===== src/ccd_pkg.sv =====
package ccd_pkg;
   // Bus addressing and symbol kinds delivered by the link front end
   localparam logic [6:0] BCAST_ADDR = 7'h7E;
   localparam logic [1:0] K_ADDR = 2'h0;
   localparam logic [1:0] K_DATA = 2'h1;
   localparam logic [1:0] K_STOP = 2'h2;
   localparam logic [1:0] K_FAST_EXIT = 2'h3;

   // Common command codes, broadcast range
   localparam logic [7:0] ENABLE_EVENTS_CMD_B = 8'h00;
   localparam logic [7:0] DISABLE_EVENTS_CMD_B = 8'h01;
   localparam logic [7:0] ACTIVITY_STATE_ZERO_CMD_B = 8'h02;
   localparam logic [7:0] ACTIVITY_STATE_THREE_CMD_B = 8'h05;
   localparam logic [7:0] DYN_ADDR_RESET_CMD_B = 8'h06;
   localparam logic [7:0] DYN_ADDR_ASSIGN_ENTER_CMD = 8'h07;
   localparam logic [7:0] TARGET_LIST_DEFINE_CMD = 8'h08;
   localparam logic [7:0] WRITE_LIMIT_SET_CMD_B = 8'h09;
   localparam logic [7:0] READ_LIMIT_SET_CMD_B = 8'h0A;
   localparam logic [7:0] TEST_MODE_CMD = 8'h0B;
   localparam logic [7:0] RESERVED_B_FIRST = 8'h0C;
   localparam logic [7:0] RESERVED_B_LAST = 8'h1F;
   localparam logic [7:0] FAST_MODE_ZERO_ENTRY_CMD = 8'h20;
   localparam logic [7:0] FAST_MODE_LAST_ENTRY_CMD = 8'h27;
   localparam logic [7:0] TIMING_EXCHANGE_CMD_B = 8'h28;
   localparam logic [7:0] STATIC_AS_DYNAMIC_CMD = 8'h29;
   localparam logic [7:0] RESERVED_B2_FIRST = 8'h2A;
   localparam logic [7:0] RESERVED_B2_LAST = 8'h60;
   localparam logic [7:0] VENDOR_B_FIRST = 8'h61;
   // Direct range
   localparam logic [7:0] ENABLE_EVENTS_CMD_D = 8'h80;
   localparam logic [7:0] DISABLE_EVENTS_CMD_D = 8'h81;
   localparam logic [7:0] ACTIVITY_STATE_ZERO_CMD_D = 8'h82;
   localparam logic [7:0] ACTIVITY_STATE_THREE_CMD_D = 8'h85;
   localparam logic [7:0] DYN_ADDR_RESET_CMD_D = 8'h86;
   localparam logic [7:0] DYN_FROM_STATIC_ASSIGN_CMD = 8'h87;
   localparam logic [7:0] DYN_ADDR_REPLACE_CMD = 8'h88;
   localparam logic [7:0] WRITE_LIMIT_SET_CMD_D = 8'h89;
   localparam logic [7:0] READ_LIMIT_SET_CMD_D = 8'h8A;
   localparam logic [7:0] WRITE_LIMIT_GET_CMD = 8'h8B;
   localparam logic [7:0] READ_LIMIT_GET_CMD = 8'h8C;
   localparam logic [7:0] PROVISIONAL_ID_GET_CMD = 8'h8D;
   localparam logic [7:0] BUS_TRAITS_GET_CMD = 8'h8E;
   localparam logic [7:0] DEVICE_TRAITS_GET_CMD = 8'h8F;
   localparam logic [7:0] OPERATING_STATE_GET_CMD = 8'h90;
   localparam logic [7:0] MASTERSHIP_ACCEPT_GET_CMD = 8'h91;
   localparam logic [7:0] RESERVED_D_SINGLE = 8'h92;
   localparam logic [7:0] BRIDGE_ENDPOINTS_SET_CMD = 8'h93;
   localparam logic [7:0] SPEED_LIMITS_GET_CMD = 8'h94;
   localparam logic [7:0] FAST_MODE_CAPS_GET_CMD = 8'h95;
   localparam logic [7:0] RESERVED_D_FIRST = 8'h96;
   localparam logic [7:0] RESERVED_D_LAST = 8'h97;
   localparam logic [7:0] TIMING_EXCHANGE_SET_CMD = 8'h98;
   localparam logic [7:0] TIMING_EXCHANGE_GET_CMD = 8'h99;
   localparam logic [7:0] RESERVED_D2_FIRST = 8'h9A;
   localparam logic [7:0] RESERVED_D2_LAST = 8'hDF;
   localparam logic [7:0] VENDOR_D_FIRST = 8'hE0;
   localparam logic [7:0] VENDOR_D_LAST = 8'hFE;

   // Event byte and traits byte field positions
   localparam int EV_INT_BIT = 0;
   localparam int EV_MR_BIT = 1;
   localparam int EV_HJ_BIT = 3;
   localparam int TRAITS_SPEED_BIT = 0;
   localparam int TRAITS_PAYLOAD_BIT = 2;

   // Values after reset and limits
   localparam logic [1:0] RST_ACT_STATE = 2'h0;
   localparam logic RST_INT_PERMIT = 1'b1;
   localparam logic RST_MR_PERMIT = 1'b1;
   localparam logic RST_HJ_PERMIT = 1'b1;
   localparam logic [15:0] RST_WR_LIMIT = 16'h0040;
   localparam logic [15:0] RST_RD_LIMIT = 16'h0040;
   localparam logic [7:0] RST_PAYLOAD_LIMIT = 8'h00;
   localparam logic [15:0] WR_LIMIT_MIN = 16'h0008;
   localparam logic [15:0] RD_LIMIT_MIN = 16'h0010;
   localparam logic [2:0] IDX_MAX = 3'h7;

   typedef struct packed {
      logic valid;
      logic [1:0] kind;
      logic [7:0] data;
   } ccd_sym_t;

   typedef enum logic [2:0] {
      CL_REQUIRED, CL_OPTIONAL, CL_UNSUPPORTED, CL_RESERVED, CL_VENDOR
   } ccd_class_t;

   typedef struct packed {
      logic [7:0] code;
      logic direct;
      ccd_class_t cls;
   } ccd_cmd_info_t;

   typedef enum logic [3:0] {
      ST_IDLE, ST_CMD, ST_BDATA, ST_DWAIT, ST_DWR, ST_DRD, ST_SKIP, ST_DAA, ST_FAST
   } ccd_state_t;
endpackage

===== src/ccd_decoder.sv =====
//
// Overview of operation
// Code bit 7 low means broadcast, high means direct.
// A command frame opens with broadcast address 7E and write bit.
// Enable-events codes 00/80 set the interrupt, mastership and hot-join permits.
// Disable-events codes 01/81 clear the selected permits.
// Activity state zero codes 02/82 select normal operation, the default.
// Optional activity states one to three via codes 03-05 and 83-85.
// Device may self-manage power from the last announced activity state.
// Reset-address codes 06/86 drop the dynamic address; support mandatory.
// Assignment-enter 07 joins only when no dynamic address is held.
// Optional target list broadcast 08 announces addresses and traits.
// Decode write limit set 09/89 and get 8B.
// Decode read limit set 0A/8A and get 8C.
// Devices moving 16 or more bytes implement direct limit set and get.
// Fast mode entries 20-27 unsupported; still track entry, restart and exit.
// Broadcast 29 makes a known static address the dynamic address.
// Optional direct 87 gives a dynamic address via static address.
// Direct 88 replaces the dynamic address with the sent value.
// Answer 8D identifier, 8E bus traits, 8F device traits, 90 status.
// Optional 91 mastership handover for secondary controller capable devices.
// Optional 93 lists bridge endpoints.
// With bus traits bit 0 set, answer 94 with speed limits.
// 95 needed only with fast modes; timing exchange codes excluded.
// Listed reserved ranges are not implemented commands.
// Codes 61-7F and E0-FE are vendor extensions.
// Reserved, unsupported or unimplemented codes leave state alone until frame end.
// Reset gives activity state zero and default event permits.
//
// Our own choices: the strobed register port.
`timescale 1ns/1ps
module ccd_decoder #(
   parameter logic [6:0] STATIC_ADDR = 7'h3A,
   parameter logic STATIC_KNOWN = 1'b1,
   parameter logic HAS_LOW_ACTIVITY = 1'b1,
   parameter logic [47:0] PROV_ID = 48'h0000_0000_0001, // Arbitrary value
   parameter logic [7:0] BUS_TRAITS = 8'h01,
   parameter logic [7:0] DEVICE_TRAITS = 8'h00,
   parameter logic [7:0] MAX_WR_SPEED = 8'h00,
   parameter logic [7:0] MAX_RD_SPEED = 8'h00
) (
   input wire logic clock,
   input wire logic nrst,
   input wire logic link_clk,
   input wire ccd_pkg::ccd_sym_t link_sym,
   input wire logic [15:0] status_word,
   output logic [6:0] dyn_addr,
   output logic dyn_addr_valid,
   output logic [1:0] act_state,
   output logic interrupt_request_permit,
   output logic mastership_request_permit,
   output logic hot_join_permit,
   output logic [15:0] write_limit,
   output logic [15:0] read_limit,
   output logic [7:0] payload_limit,
   output logic addr_ack,
   output logic [7:0] resp_data,
   output logic resp_last,
   output logic daa_join,
   output logic fast_mode_busy,
   output logic cmd_stb,
   output ccd_pkg::ccd_cmd_info_t cmd_info
);
   import ccd_pkg::*;

   function automatic ccd_class_t classify(input logic [7:0] c);
      if ((c >= VENDOR_B_FIRST && c <= 8'h7F) || (c >= VENDOR_D_FIRST && c <= VENDOR_D_LAST))
         return CL_VENDOR;
      if ((c >= RESERVED_B_FIRST && c <= RESERVED_B_LAST) || c == RESERVED_D_SINGLE ||
          (c >= RESERVED_B2_FIRST && c <= RESERVED_B2_LAST) || c == 8'hFF ||
          (c >= RESERVED_D_FIRST && c <= RESERVED_D_LAST) ||
          (c >= RESERVED_D2_FIRST && c <= RESERVED_D2_LAST))
         return CL_RESERVED;
      if ((c >= FAST_MODE_ZERO_ENTRY_CMD && c <= TIMING_EXCHANGE_CMD_B) ||
          c == TEST_MODE_CMD || c == FAST_MODE_CAPS_GET_CMD ||
          c == TIMING_EXCHANGE_SET_CMD || c == TIMING_EXCHANGE_GET_CMD)
         return CL_UNSUPPORTED; // see R14
      if ((c > ACTIVITY_STATE_ZERO_CMD_B && c <= ACTIVITY_STATE_THREE_CMD_B) ||
          (c > ACTIVITY_STATE_ZERO_CMD_D && c <= ACTIVITY_STATE_THREE_CMD_D) ||
          c == TARGET_LIST_DEFINE_CMD || c == DYN_FROM_STATIC_ASSIGN_CMD ||
          c == MASTERSHIP_ACCEPT_GET_CMD || c == BRIDGE_ENDPOINTS_SET_CMD ||
          c == SPEED_LIMITS_GET_CMD)
         return CL_OPTIONAL; // see R06 see R10 see R16 see R19
      return CL_REQUIRED;
   endfunction

   // Whether this block acts on a code; list, handover and bridge codes go to the user
   function automatic logic acted(input logic [7:0] c);
      ccd_class_t k;
      k = classify(c);
      if (k == CL_REQUIRED)
         return 1'b1;
      if (k != CL_OPTIONAL)
         return 1'b0;
      if ((c & 8'h7F) > ACTIVITY_STATE_ZERO_CMD_B && (c & 8'h7F) <= ACTIVITY_STATE_THREE_CMD_B)
         return HAS_LOW_ACTIVITY;
      if (c == DYN_FROM_STATIC_ASSIGN_CMD)
         return STATIC_KNOWN;
      if (c == SPEED_LIMITS_GET_CMD)
         return BUS_TRAITS[TRAITS_SPEED_BIT];
      return 1'b0;
   endfunction

   function automatic logic is_get(input logic [7:0] c);
      return (c >= WRITE_LIMIT_GET_CMD && c <= MASTERSHIP_ACCEPT_GET_CMD) ||
             c == SPEED_LIMITS_GET_CMD || c == FAST_MODE_CAPS_GET_CMD ||
             c == TIMING_EXCHANGE_GET_CMD;
   endfunction

   function automatic logic is_as(input logic [7:0] c);
      return (c >= ACTIVITY_STATE_ZERO_CMD_B && c <= ACTIVITY_STATE_THREE_CMD_B) ||
             (c >= ACTIVITY_STATE_ZERO_CMD_D && c <= ACTIVITY_STATE_THREE_CMD_D);
   endfunction

   // Two-flop synchronisers; the link clock is sampled, not used as a clock
   logic scl_s1_r, scl_s2_r, scl_d_r;
   ccd_sym_t sym_s1_r, sym_s2_r;
   always_ff @(posedge clock) begin
      if (!nrst) begin
         scl_s1_r <= 1'b0;
         scl_s2_r <= 1'b0;
         scl_d_r <= 1'b0;
         sym_s1_r <= '0;
         sym_s2_r <= '0;
      end else begin
         scl_s1_r <= link_clk;
         scl_s2_r <= scl_s1_r;
         scl_d_r <= scl_s2_r;
         sym_s1_r <= link_sym;
         sym_s2_r <= sym_s1_r;
      end
   end

   ccd_state_t st_r, st_nxt, route;
   logic [7:0] cmd_r, tmp_r;
   logic [2:0] idx_r;
   logic [6:0] dyn_addr_r;
   logic dyn_valid_r;
   logic [1:0] act_r;
   logic int_ok_r, mr_ok_r, hj_ok_r;
   logic [15:0] wr_lim_r, rd_lim_r;
   logic [7:0] pay_lim_r;
   logic ack_r, last_r, stb_r;
   logic [7:0] resp_r;
   ccd_cmd_info_t info_r;

   // Symbol decode at each sampled rising link clock edge
   wire take = scl_s2_r & ~scl_d_r & sym_s2_r.valid;
   wire [7:0] code = sym_s2_r.data;
   wire is_addr = take && sym_s2_r.kind == K_ADDR;
   wire is_data = take && sym_s2_r.kind == K_DATA;
   wire is_stop = take && sym_s2_r.kind == K_STOP;
   wire is_fexit = take && sym_s2_r.kind == K_FAST_EXIT;
   wire bc_addr_w = code == {BCAST_ADDR, 1'b0};
   wire rnw = code[0];
   wire own_dyn = dyn_valid_r && code[7:1] == dyn_addr_r;
   wire own_static = cmd_r == DYN_FROM_STATIC_ASSIGN_CMD && !dyn_valid_r && STATIC_KNOWN &&
                     code[7:1] == STATIC_ADDR;
   wire dir_ok = acted(cmd_r) && rnw == is_get(cmd_r);
   wire own_hit = (own_dyn || own_static) && dir_ok;
   wire in_dir = st_r == ST_DWAIT || st_r == ST_DWR || st_r == ST_DRD;
   wire cmd_take = st_r == ST_CMD && is_data;
   wire bc_now = cmd_take && !code[7] && acted(code);
   wire own_wr = in_dir && is_addr && !bc_addr_w && own_hit && !rnw;
   wire own_rd = in_dir && is_addr && !bc_addr_w && own_hit && rnw;
   wire wr_data = is_data && (st_r == ST_BDATA || st_r == ST_DWR);
   wire ev_en = wr_data && idx_r == 3'h0 &&
                (cmd_r == ENABLE_EVENTS_CMD_B || cmd_r == ENABLE_EVENTS_CMD_D);
   wire ev_dis = wr_data && idx_r == 3'h0 &&
                 (cmd_r == DISABLE_EVENTS_CMD_B || cmd_r == DISABLE_EVENTS_CMD_D);
   wire as_b = bc_now && is_as(code);
   wire as_d = own_wr && is_as(cmd_r);
   wire [1:0] as_val = as_b ? 2'(code[2:0] - 3'h2) : 2'(cmd_r[2:0] - 3'h2);
   wire addr_drop = (bc_now && code == DYN_ADDR_RESET_CMD_B) ||
                    (own_wr && cmd_r == DYN_ADDR_RESET_CMD_D);
   wire aasa = bc_now && code == STATIC_AS_DYNAMIC_CMD && STATIC_KNOWN;
   wire newda = wr_data && st_r == ST_DWR && idx_r == 3'h0 &&
                (cmd_r == DYN_ADDR_REPLACE_CMD || cmd_r == DYN_FROM_STATIC_ASSIGN_CMD);
   wire mwl_set = wr_data && idx_r == 3'h1 &&
                  (cmd_r == WRITE_LIMIT_SET_CMD_B || cmd_r == WRITE_LIMIT_SET_CMD_D);
   wire is_mrl = cmd_r == READ_LIMIT_SET_CMD_B || cmd_r == READ_LIMIT_SET_CMD_D;
   wire mrl_set = wr_data && idx_r == 3'h1 && is_mrl;
   wire pay_set = wr_data && idx_r == 3'h2 && is_mrl;
   wire [15:0] lim_in = {tmp_r, code};

   // Route after a command code
   always_comb begin
      if (code >= FAST_MODE_ZERO_ENTRY_CMD && code <= FAST_MODE_LAST_ENTRY_CMD)
         route = ST_FAST;
      else if (!acted(code))
         route = ST_SKIP;
      else if (code == DYN_ADDR_ASSIGN_ENTER_CMD)
         route = dyn_valid_r ? ST_SKIP : ST_DAA;
      else if (code[7])
         route = ST_DWAIT;
      else
         route = ST_BDATA;
   end

   always_comb begin
      st_nxt = st_r;
      if (is_stop && st_r != ST_FAST) begin
         st_nxt = ST_IDLE;
      end else begin
         case (st_r)
            ST_IDLE, ST_BDATA: begin
               if (is_addr)
                  st_nxt = bc_addr_w ? ST_CMD : ST_IDLE;
            end
            ST_CMD: begin
               if (is_data)
                  st_nxt = route;
               else if (is_addr)
                  st_nxt = bc_addr_w ? ST_CMD : ST_IDLE;
            end
            ST_DWAIT, ST_DWR, ST_DRD: begin
               if (is_addr) begin
                  if (bc_addr_w)
                     st_nxt = ST_CMD;
                  else if (own_hit)
                     st_nxt = rnw ? ST_DRD : ST_DWR;
                  else
                     st_nxt = ST_DWAIT;
               end
            end
            ST_SKIP: begin
               if (is_addr && bc_addr_w)
                  st_nxt = ST_CMD;
               else if (is_addr && !cmd_r[7])
                  st_nxt = ST_IDLE;
            end
            ST_DAA: st_nxt = ST_DAA;
            ST_FAST: begin
               if (is_fexit)
                  st_nxt = ST_IDLE;
            end
            default: st_nxt = ST_IDLE;
         endcase
      end
   end

   // Read answers, most significant byte first
   logic [47:0] resp_word;
   logic [2:0] resp_len;
   wire [2:0] rd_idx = own_rd ? 3'h0 : 3'(idx_r + 3'h1);
   always_comb begin
      resp_word = '0;
      resp_len = 3'h1;
      case (cmd_r)
         WRITE_LIMIT_GET_CMD: begin
            resp_word = {wr_lim_r, 32'h0000_0000}; // see R11
            resp_len = 3'h2;
         end
         READ_LIMIT_GET_CMD: begin
            resp_word = {rd_lim_r, pay_lim_r, 24'h00_0000}; // see R12
            resp_len = BUS_TRAITS[TRAITS_PAYLOAD_BIT] ? 3'h3 : 3'h2;
         end
         PROVISIONAL_ID_GET_CMD: begin
            resp_word = PROV_ID;
            resp_len = 3'h6;
         end
         BUS_TRAITS_GET_CMD: resp_word = {BUS_TRAITS, 40'h00_0000_0000};
         DEVICE_TRAITS_GET_CMD: resp_word = {DEVICE_TRAITS, 40'h00_0000_0000};
         OPERATING_STATE_GET_CMD: begin
            resp_word = {status_word, 32'h0000_0000};
            resp_len = 3'h2;
         end
         SPEED_LIMITS_GET_CMD: begin
            resp_word = {MAX_WR_SPEED, MAX_RD_SPEED, 32'h0000_0000};
            resp_len = 3'h2;
         end
         default: resp_len = 3'h1;
      endcase
   end
   // Bytes past the answer read as zero up to the eighth; from the ninth on the first byte repeats; the controller ignores extras
   wire [7:0] resp_byte = rd_idx < resp_len ? resp_word[47 - 8 * rd_idx -: 8] : 8'h00;

   always_ff @(posedge clock) begin
      if (!nrst) begin
         st_r <= ST_IDLE;
         cmd_r <= 8'hFF;
         idx_r <= 3'h0;
         tmp_r <= 8'h00;
      end else begin
         st_r <= st_nxt;
         if (cmd_take)
            cmd_r <= code;
         if (cmd_take || is_addr)
            idx_r <= 3'h0;
         else if (is_data && idx_r != IDX_MAX)
            idx_r <= idx_r + 3'h1;
         if (wr_data)
            tmp_r <= code;
      end
   end

   // Event permits; enable and disable never coincide
   always_ff @(posedge clock) begin
      if (!nrst) begin
         int_ok_r <= RST_INT_PERMIT;
         mr_ok_r <= RST_MR_PERMIT;
         hj_ok_r <= RST_HJ_PERMIT;
      end else if (ev_en) begin
         int_ok_r <= int_ok_r | code[EV_INT_BIT];
         mr_ok_r <= mr_ok_r | code[EV_MR_BIT];
         hj_ok_r <= hj_ok_r | code[EV_HJ_BIT];
      end else if (ev_dis) begin
         int_ok_r <= int_ok_r & ~code[EV_INT_BIT];
         mr_ok_r <= mr_ok_r & ~code[EV_MR_BIT];
         hj_ok_r <= hj_ok_r & ~code[EV_HJ_BIT];
      end
   end

   // Activity state exposed so the host side can scale power
   always_ff @(posedge clock) begin
      if (!nrst)
         act_r <= RST_ACT_STATE;
      else if (as_b || as_d)
         act_r <= as_val; // see R05 see R06
   end

   always_ff @(posedge clock) begin
      if (!nrst) begin
         dyn_addr_r <= 7'h00;
         dyn_valid_r <= 1'b0;
      end else if (addr_drop) begin
         dyn_valid_r <= 1'b0;
      end else if (aasa) begin
         dyn_addr_r <= STATIC_ADDR;
         dyn_valid_r <= 1'b1;
      end else if (newda) begin
         dyn_addr_r <= code[7:1]; // see R16
         dyn_valid_r <= 1'b1;
      end
   end

   // Values under the minimum are dropped rather than clamped
   always_ff @(posedge clock) begin
      if (!nrst) begin
         wr_lim_r <= RST_WR_LIMIT;
         rd_lim_r <= RST_RD_LIMIT;
         pay_lim_r <= RST_PAYLOAD_LIMIT;
      end else begin
         if (mwl_set && lim_in >= WR_LIMIT_MIN)
            wr_lim_r <= lim_in;
         if (mrl_set && lim_in >= RD_LIMIT_MIN)
            rd_lim_r <= lim_in;
         if (pay_set && BUS_TRAITS[TRAITS_PAYLOAD_BIT])
            pay_lim_r <= code;
      end
   end

   always_ff @(posedge clock) begin
      if (!nrst) begin
         ack_r <= 1'b0;
         resp_r <= 8'h00;
         last_r <= 1'b0;
         stb_r <= 1'b0;
         info_r <= '0;
      end else begin
         if (is_addr || is_stop)
            ack_r <= own_wr || own_rd;
         if (own_rd || (st_r == ST_DRD && is_data)) begin
            resp_r <= resp_byte;
            last_r <= rd_idx >= 3'(resp_len - 3'h1);
         end
         stb_r <= cmd_take;
         if (cmd_take)
            info_r <= '{code: code, direct: code[7], cls: classify(code)}; // see R01
      end
   end

   assign dyn_addr = dyn_addr_r;
   assign dyn_addr_valid = dyn_valid_r;
   assign act_state = act_r;
   assign interrupt_request_permit = int_ok_r;
   assign mastership_request_permit = mr_ok_r;
   assign hot_join_permit = hj_ok_r;
   assign write_limit = wr_lim_r;
   assign read_limit = rd_lim_r;
   assign payload_limit = pay_lim_r;
   assign addr_ack = ack_r;
   assign resp_data = resp_r;
   assign resp_last = last_r;
   assign daa_join = st_r == ST_DAA;
   assign fast_mode_busy = st_r == ST_FAST;
   assign cmd_stb = stb_r;
   assign cmd_info = info_r;

   wire [7:0] sym_data = sym_s2_r.data;
endmodule


===== config.mk =====
export PLATFORM = sky130hd
export DESIGN_NAME = ccd_decoder
export DESIGN_NICKNAME = d
export VERILOG_FILES = /design/src/ccd_pkg.sv /design/src/ccd_decoder.sv
export SDC_FILE = /design/constraint.sdc
export NUM_CORES = 1
export LEC_CHECK = 0
export BUFFER_PORTS_ARGS = -buffer_cell sky130_fd_sc_hd__buf_4
export CAP_MARGIN = 30
export CORE_ASPECT_RATIO = 1.5
export CORE_MARGIN = 2
export CORE_UTILIZATION = 55
export CTS_CLUSTER_SIZE = 40
export DETAILED_ROUTE_END_ITERATION = 7
export PLACE_DENSITY = 0.79
export SYNTH_ARGS = -nofsm -noshare
export SYNTH_HDL_FRONTEND = slang
export SYNTH_SLANG_ARGS = --single-unit

===== constraint.sdc =====
create_clock -name clock -period 3.7 [get_ports clock]
set_input_delay 0.185 -clock clock [delete_from_list [all_inputs] [get_ports clock]]
set_output_delay 0.185 -clock clock [all_outputs]
set_load 0.005 [all_outputs]

==> results of run 1 <==
synthesized netlist by cell type, drive strengths merged (13+ instances only):
master	number	area share, %
nand2b	14	1.5
buf	25	2.6
nand3	21	1.9
nand2	57	3.6
clkbuf	38	2.4
a21oi	19	1.6
nor2	31	2.0
and2	28	3.0
nor2b	49	5.2
o21ai	29	2.5
nor3	17	1.4
a21boi	14	1.8
nor4	13	1.5
a222oi	14	2.4
inv	14	0.89
dfxtp	115	39
mux2i	44	7.5
power by group through the flow:
stage	clock, uW	combinational (uW)	sequential (uW)
3_3_place_gp	0	111	1280
5_1_grt	1760	136	1260
4_1_cts	1690	123	1260
6_report	1680	125	1260
3_5_place_dp	0	112	1290
2_1_floorplan	0	74.2	1280
metrics by stage:
step                hold WS, ns  setup WS, ns  area [um^2]
CTS                       0.150         0.170         7510
detailed placement        0.398         0.247         6790
global route              0.165        0.0671         7520
finish                    0.149         0.159         7520
floorplan                 0.312         0.736         5910
global placement          0.392         0.335         6790
logic make-up (layout without fill, tap and decap cells):
group | after synthesis | after routing | synth area share, %
AOI/OAI and AO/OA | 126 | 126 | 15.3
buffers and inverters | 77 | 190 | 5.94
other | 1 | 9 | 0.0638
adders and majority gates | 9 | 9 | 1.91
and+or+nand+nor | 280 | 280 | 27.0
xor gates and xnor gates | 11 | 11 | 1.64
muxes | 52 | 52 | 9.02
DFF | 115 | 115 | 39.1
metal layers:
layer  track usage (%)  share of wire [%]
met4              16.4                3.7
met2              52.5                 51
met5                 0                  0
met3              6.91                5.7
met1              34.4                 39
final timing paths:
kind	to	cells past startpoint	slack [ns]
max	resp_data[5]$_SDFFE_PN0P_	12	0.16
min	cmd_r[3]$_SDFFE_PN1P_	2	0.15
max reg2reg	resp_data[5]$_SDFFE_PN0P_	12	0.16
min reg2reg	sym_s2_r[9]$_SDFF_PN0_	1	0.43
final cells by class:
| cell class | count | area [um^2] |
|---|---|---|
| fill | 803 | 2950 |
| clock buffer | 18 | 429 |
| tap | 144 | 180 |
| clock inverter | 14 | 178 |
| multi-input combinational | 486 | 3270 |
| inverter | 14 | 52.6 |
| sequential | 115 | 2300 |
| timing repair buffer | 144 | 1110 |
| antenna | 1 | 2.50 |
state kept, by name (all words and copies together) (netlist names), 4 cells and up, named ones only:
register / cells
cmd_info: 11
cmd_r: 8
code: 8
dyn_addr: 7
read_limit: 16
resp_data: 8
st_r: 4
sym_s1_r: 11
tmp_r: 8
write_limit: 16
what timing repair did:
action                                  CTS  global route
endpoints found under the setup margin    0             7
setup buffers                             0             1
hold endpoints to repair                 12             0
hold buffers                             12             0
==> out/metrics.yaml, run 1 <==
drt_wl_total_um: 16900
p_seq_share_pct: 41.1
first_pass_iters: 7
synth_ff_type: "dfxtp_1"
drive_above_1_share_pct: 22.5
setup_tns_ns: 0
h-tree-depth: 4
relSlewSlack_pct: 40.2
crit_required_ns: 4.04
synth-edff-count: 0
clk_pin_slew_ns: 0.06
power.density_nw_per_um2: 407
synth_warnings: 0
path_cells: "buf_4, nor4_1, nand3_1, a2111oi_4, nor2b_1, ha_1, nor2b_1, o21ai_0, nand3_1, nor2_1, o21ai_0, o21ai_1"
antenna_left: 0
synth-seq-cells: 115
grt_overflow: 0
cts_made_buffers: 17
drv_slew: 0
vias_per_cell: 5.94
period_minus_slack_ns: 3.54
syn_area_um2: 5880
gp_congestion: 0.895
utilization_pct: 71.8
crit_family: "simple AND/OR/NAND/NOR gates"
grt_pass1_wl_um: 26900
rows: 46
wl_per_cell_um: 18.0
clock_power_share_pct: 54.8
cts_sinks: 115
grt_util_all_layers_pct: 30.5
cts.path.max_buffers: 2
clock_skew_ns: 0.00810
synthArstFlopShare_pct: 0
worstHoldStart: "nrst"
tightest_slew_ns: 0.887
final_cell_mix: "buf_4, dfxtp_1, nand2_1"
netlist_instances: 671
setup_viol: 0
grt_pass1_vias: 5444
dieArea_um2: 11600
critPathCaptureType: "register"
grt_max_degree: 68
cp_max_fo: 12
nets: 817
min_period_over_period_pct: 95.7
drv_cap: 0
power.leakage_uw: 0.00312
ctsResizeCount: 0
final_common_cell: "buf_4"
hold_violations: 0
numPortBuffers: 99
pwr-share-comb_pct: 4.1
path_class: "reg -> reg"
rsz0062_at_grt: "no"
power_uw: 3060
cts_tree: "yes"
p_switching_uw: 687
p_int_uw: 2380
hold_class: "in -> reg"
max_freq_mhz: 282
arrival_ns: 3.88
yosysUniqueCellTypes: 70
post-route-drc-count: 0
p_sw_share_pct: 22.4
dp_hpwl_um: 12000
die_h_um: 131
critPathBufInv: 1
worstSkewPairLatency_ns: 0.42
cp-startpoint: "code[3]$_SDFF_PN0_"
stdcell_count: 936
slowest_stage: "nor4_1"
dieWidth_um: 88.4
dp.cells: 890
drt_iter0_drc: 533
r2r_start: "code[3]$_SDFF_PN0_"
initial_core_util_pct: 56.1
peakVddDrop_uv: 418
num_vias: 5564
core_um2: 10500
avgSynthCellArea_um2: 8.76
syn_to_final_growth_pct: 27.9
antenna_found_initial: 1
cp-start-kind: "register"
io_pins: 108
cts-root-buf: "clkbuf_16"
yosysSeqAreaShare_pct: 39.1
cpPeakStageDelay_ns: 0.58
status: "completed"
(Power assumes the default switching activity.)
==> run 2: changes to the inputs <==
--- a/config.mk
+++ b/config.mk
@@ -5,6 +5,7 @@
 export SDC_FILE = /design/constraint.sdc
 export NUM_CORES = 1
 export LEC_CHECK = 0
+export ABC_AREA = 1
 export BUFFER_PORTS_ARGS = -buffer_cell sky130_fd_sc_hd__buf_4
 export CAP_MARGIN = 30
 export CORE_ASPECT_RATIO = 1.5
==> run 2 against run 1 <==
Net effect:
- combinational power grew 14%
- register-to-register slack gained 0.21 ns
- wire length grew 13%
- critical endpoint unchanged
- highest routed layer unchanged
==> out/metrics.yaml, run 2 <==
cp_max_fo: 12
final_cell_mix: "nand2_1, buf_4, dfxtp_1"
hold_ws_ns: 0.271
placed_area_um2: 6980
yosysUniqueCellTypes: 52
rows: 47
power.density_nw_per_um2: 402
cp-start-kind: "register"
hold_violations: 0
cp-startpoint: "cmd_r[0]$_SDFFE_PN1P_"
antenna_left: 0
drive_above_1_share_pct: 20.4
h-tree-depth: 4
relSlewSlack_pct: 39.7
cts.path.max_buffers: 2
cts_sinks: 115
wl_per_cell_um: 16.3
hold_depth: 7
peakVddDrop_uv: 338
die_h_um: 134
worstHoldStart: "status_word[3]"
min_period_over_period_pct: 90.0
clk_pin_slew_ns: 0.06
io_pins: 108
path_class: "reg -> reg"
numPortBuffers: 99
first_pass_iters: 6
nets: 1047
dieArea_um2: 12100
grt_overflow: 0
netlist_instances: 904
syn_to_final_growth_pct: 25.4
core_um2: 11000
rsz0062_at_grt: "no"
setup_viol: 0
arrival_ns: 3.68
post-synth-top-area-cell: "dfxtp_1"
drt_wl_total_um: 19100
fillers: 963
num_vias: 6473
drt_iter0_drc: 565
initial_core_util_pct: 55.9
post-route-cell-area_um2: 7710
status: "completed"
syn_area_um2: 6150
period_minus_slack_ns: 3.33
synth-seq-cells: 115
dp_hpwl_um: 13700
r2r_start: "cmd_r[0]$_SDFFE_PN1P_"
clock_skew_ns: 0.00947
yosys.area.top_type_share_pct: 37.4
drv_cap: 0
grt_pass1_vias: 5997
yosysMostFrequentCell: "nand2_1"
final_common_cell: "nand2_1"
antenna_found_initial: 0
avgSynthCellArea_um2: 6.80
vias_per_cell: 5.55
reg2reg_depth: 22
utilization_pct: 70.1
synthArstFlopShare_pct: 0
cts-root-buf: "clkbuf_16"
drv_slew: 0
dieWidth_um: 90.3
max_freq_mhz: 300
post-route-drc-count: 0
yosysSeqAreaShare_pct: 37.4
num_antenna_cells: 0
cts_tree: "yes"
hold_class: "in -> reg"
synth_ff_type: "dfxtp_1"
grt_pass1_wl_um: 30100
critPathCaptureType: "register"
grt_util_all_layers_pct: 31.5
setup_tns_ns: 0
synth-edff-count: 0
gp_congestion: 0.973
worstSkewPairLatency_ns: 0.42
netlist_top_cells_count: "nand2_1, dfxtp_1, inv_1"
tightest_slew_ns: 0.902
synth_warnings: 0
power.leakage_uw: 0.00356
synthTopCellsByArea: "dfxtp_1, nand2_1, inv_1"
ctsResizeCount: 0
crit_required_ns: 4.05
cts_made_buffers: 17
grt_max_degree: 88
## run 2: report_power, final
group          switching (uW)  internal (uW)  total (uW)
registers                10.4           1250        1260
clock network             603           1090        1690
logic                    86.4           55.5         142
total                     700           2400        3100
## run 2: timing repair
item	CTS	global route
endpoints found under the hold margin	12	0
endpoints found under the setup margin	0	0
hold buffers	12	0
setup buffers	0	0
## run 2: worst paths after layout
kind | end | slack [ns]
min reg2reg | code[4]$_SDFF_PN0_ | 0.41
min | resp_data[3]$_SDFFE_PN0P_ | 0.27
max | resp_data[5]$_SDFFE_PN0P_ | 0.37
max reg2reg | resp_data[5]$_SDFFE_PN0P_ | 0.37
## run 2: worst max-delay path, cell delays in order, from the launching register on
cell and delay (ns):
dfxtp_1 0.60, nor2_2 0.09, buf_4 0.21, nand2_1 0.11, nand2_1 0.07, nand2_1 0.07
nand3_1 0.06, nor2_1 0.18, nand3_2 0.13, nor2_4 0.18, nand4_4 0.17, nand2_2 0.12
inv_2 0.07, ha_1 0.28, inv_1 0.05, nor2_1 0.03, o21ai_0 0.15, inv_1 0.07
nor2_1 0.17, nand2_4 0.09, nor2_8 0.16, nand2_1 0.08, a21oi_2 0.12
## run 2: final cells by class
class                           count  area [um^2]  area share (%)
Timing Repair Buffer              131         1010            13.1
Clock inverter                     12          155            2.01
Tap cell                          147          184            2.39
Inverter                          123          464            6.02
Clock buffer                       19          453            5.87
Multi-Input combinational cell    620         3140            40.7
Sequential cell                   115         2300            29.9
## run 2: through the flow
step | setup slack [ns] | instances | power [uW]
final | 0.371 | 1167 | 3100
after global routing | 0.0722 | 1167 | 3180
after CTS | 0.435 | 1167 | 3100
after detailed placement | 0.460 | 1124 | 1420
after global placement | 0.545 | 1123 | 1420
after floorplan | 0.988 | 911 | 1370
## run 2: kinds of logic (layout without fill, tap and decap cells)
group	count (synthesis)	after routing	share of synthesized area [%]
flops	115	115	37.4
xor+xnor	1	1	0.142
buf+inv	176	285	11.9
other cells	1	8	0.0610
compound gates	193	193	18.4
fa+ha+maj	9	9	1.83
simple gates	409	409	30.2
## run 2: routing by layer
metal  up-vias  track usage, %  routed length [um]
li1       3166               -                   -
met1      2963            35.8                7390
met2       296            56.3                9810
met3        48            6.45                1230
met4         0            14.9                 653
met5         -               0                   0
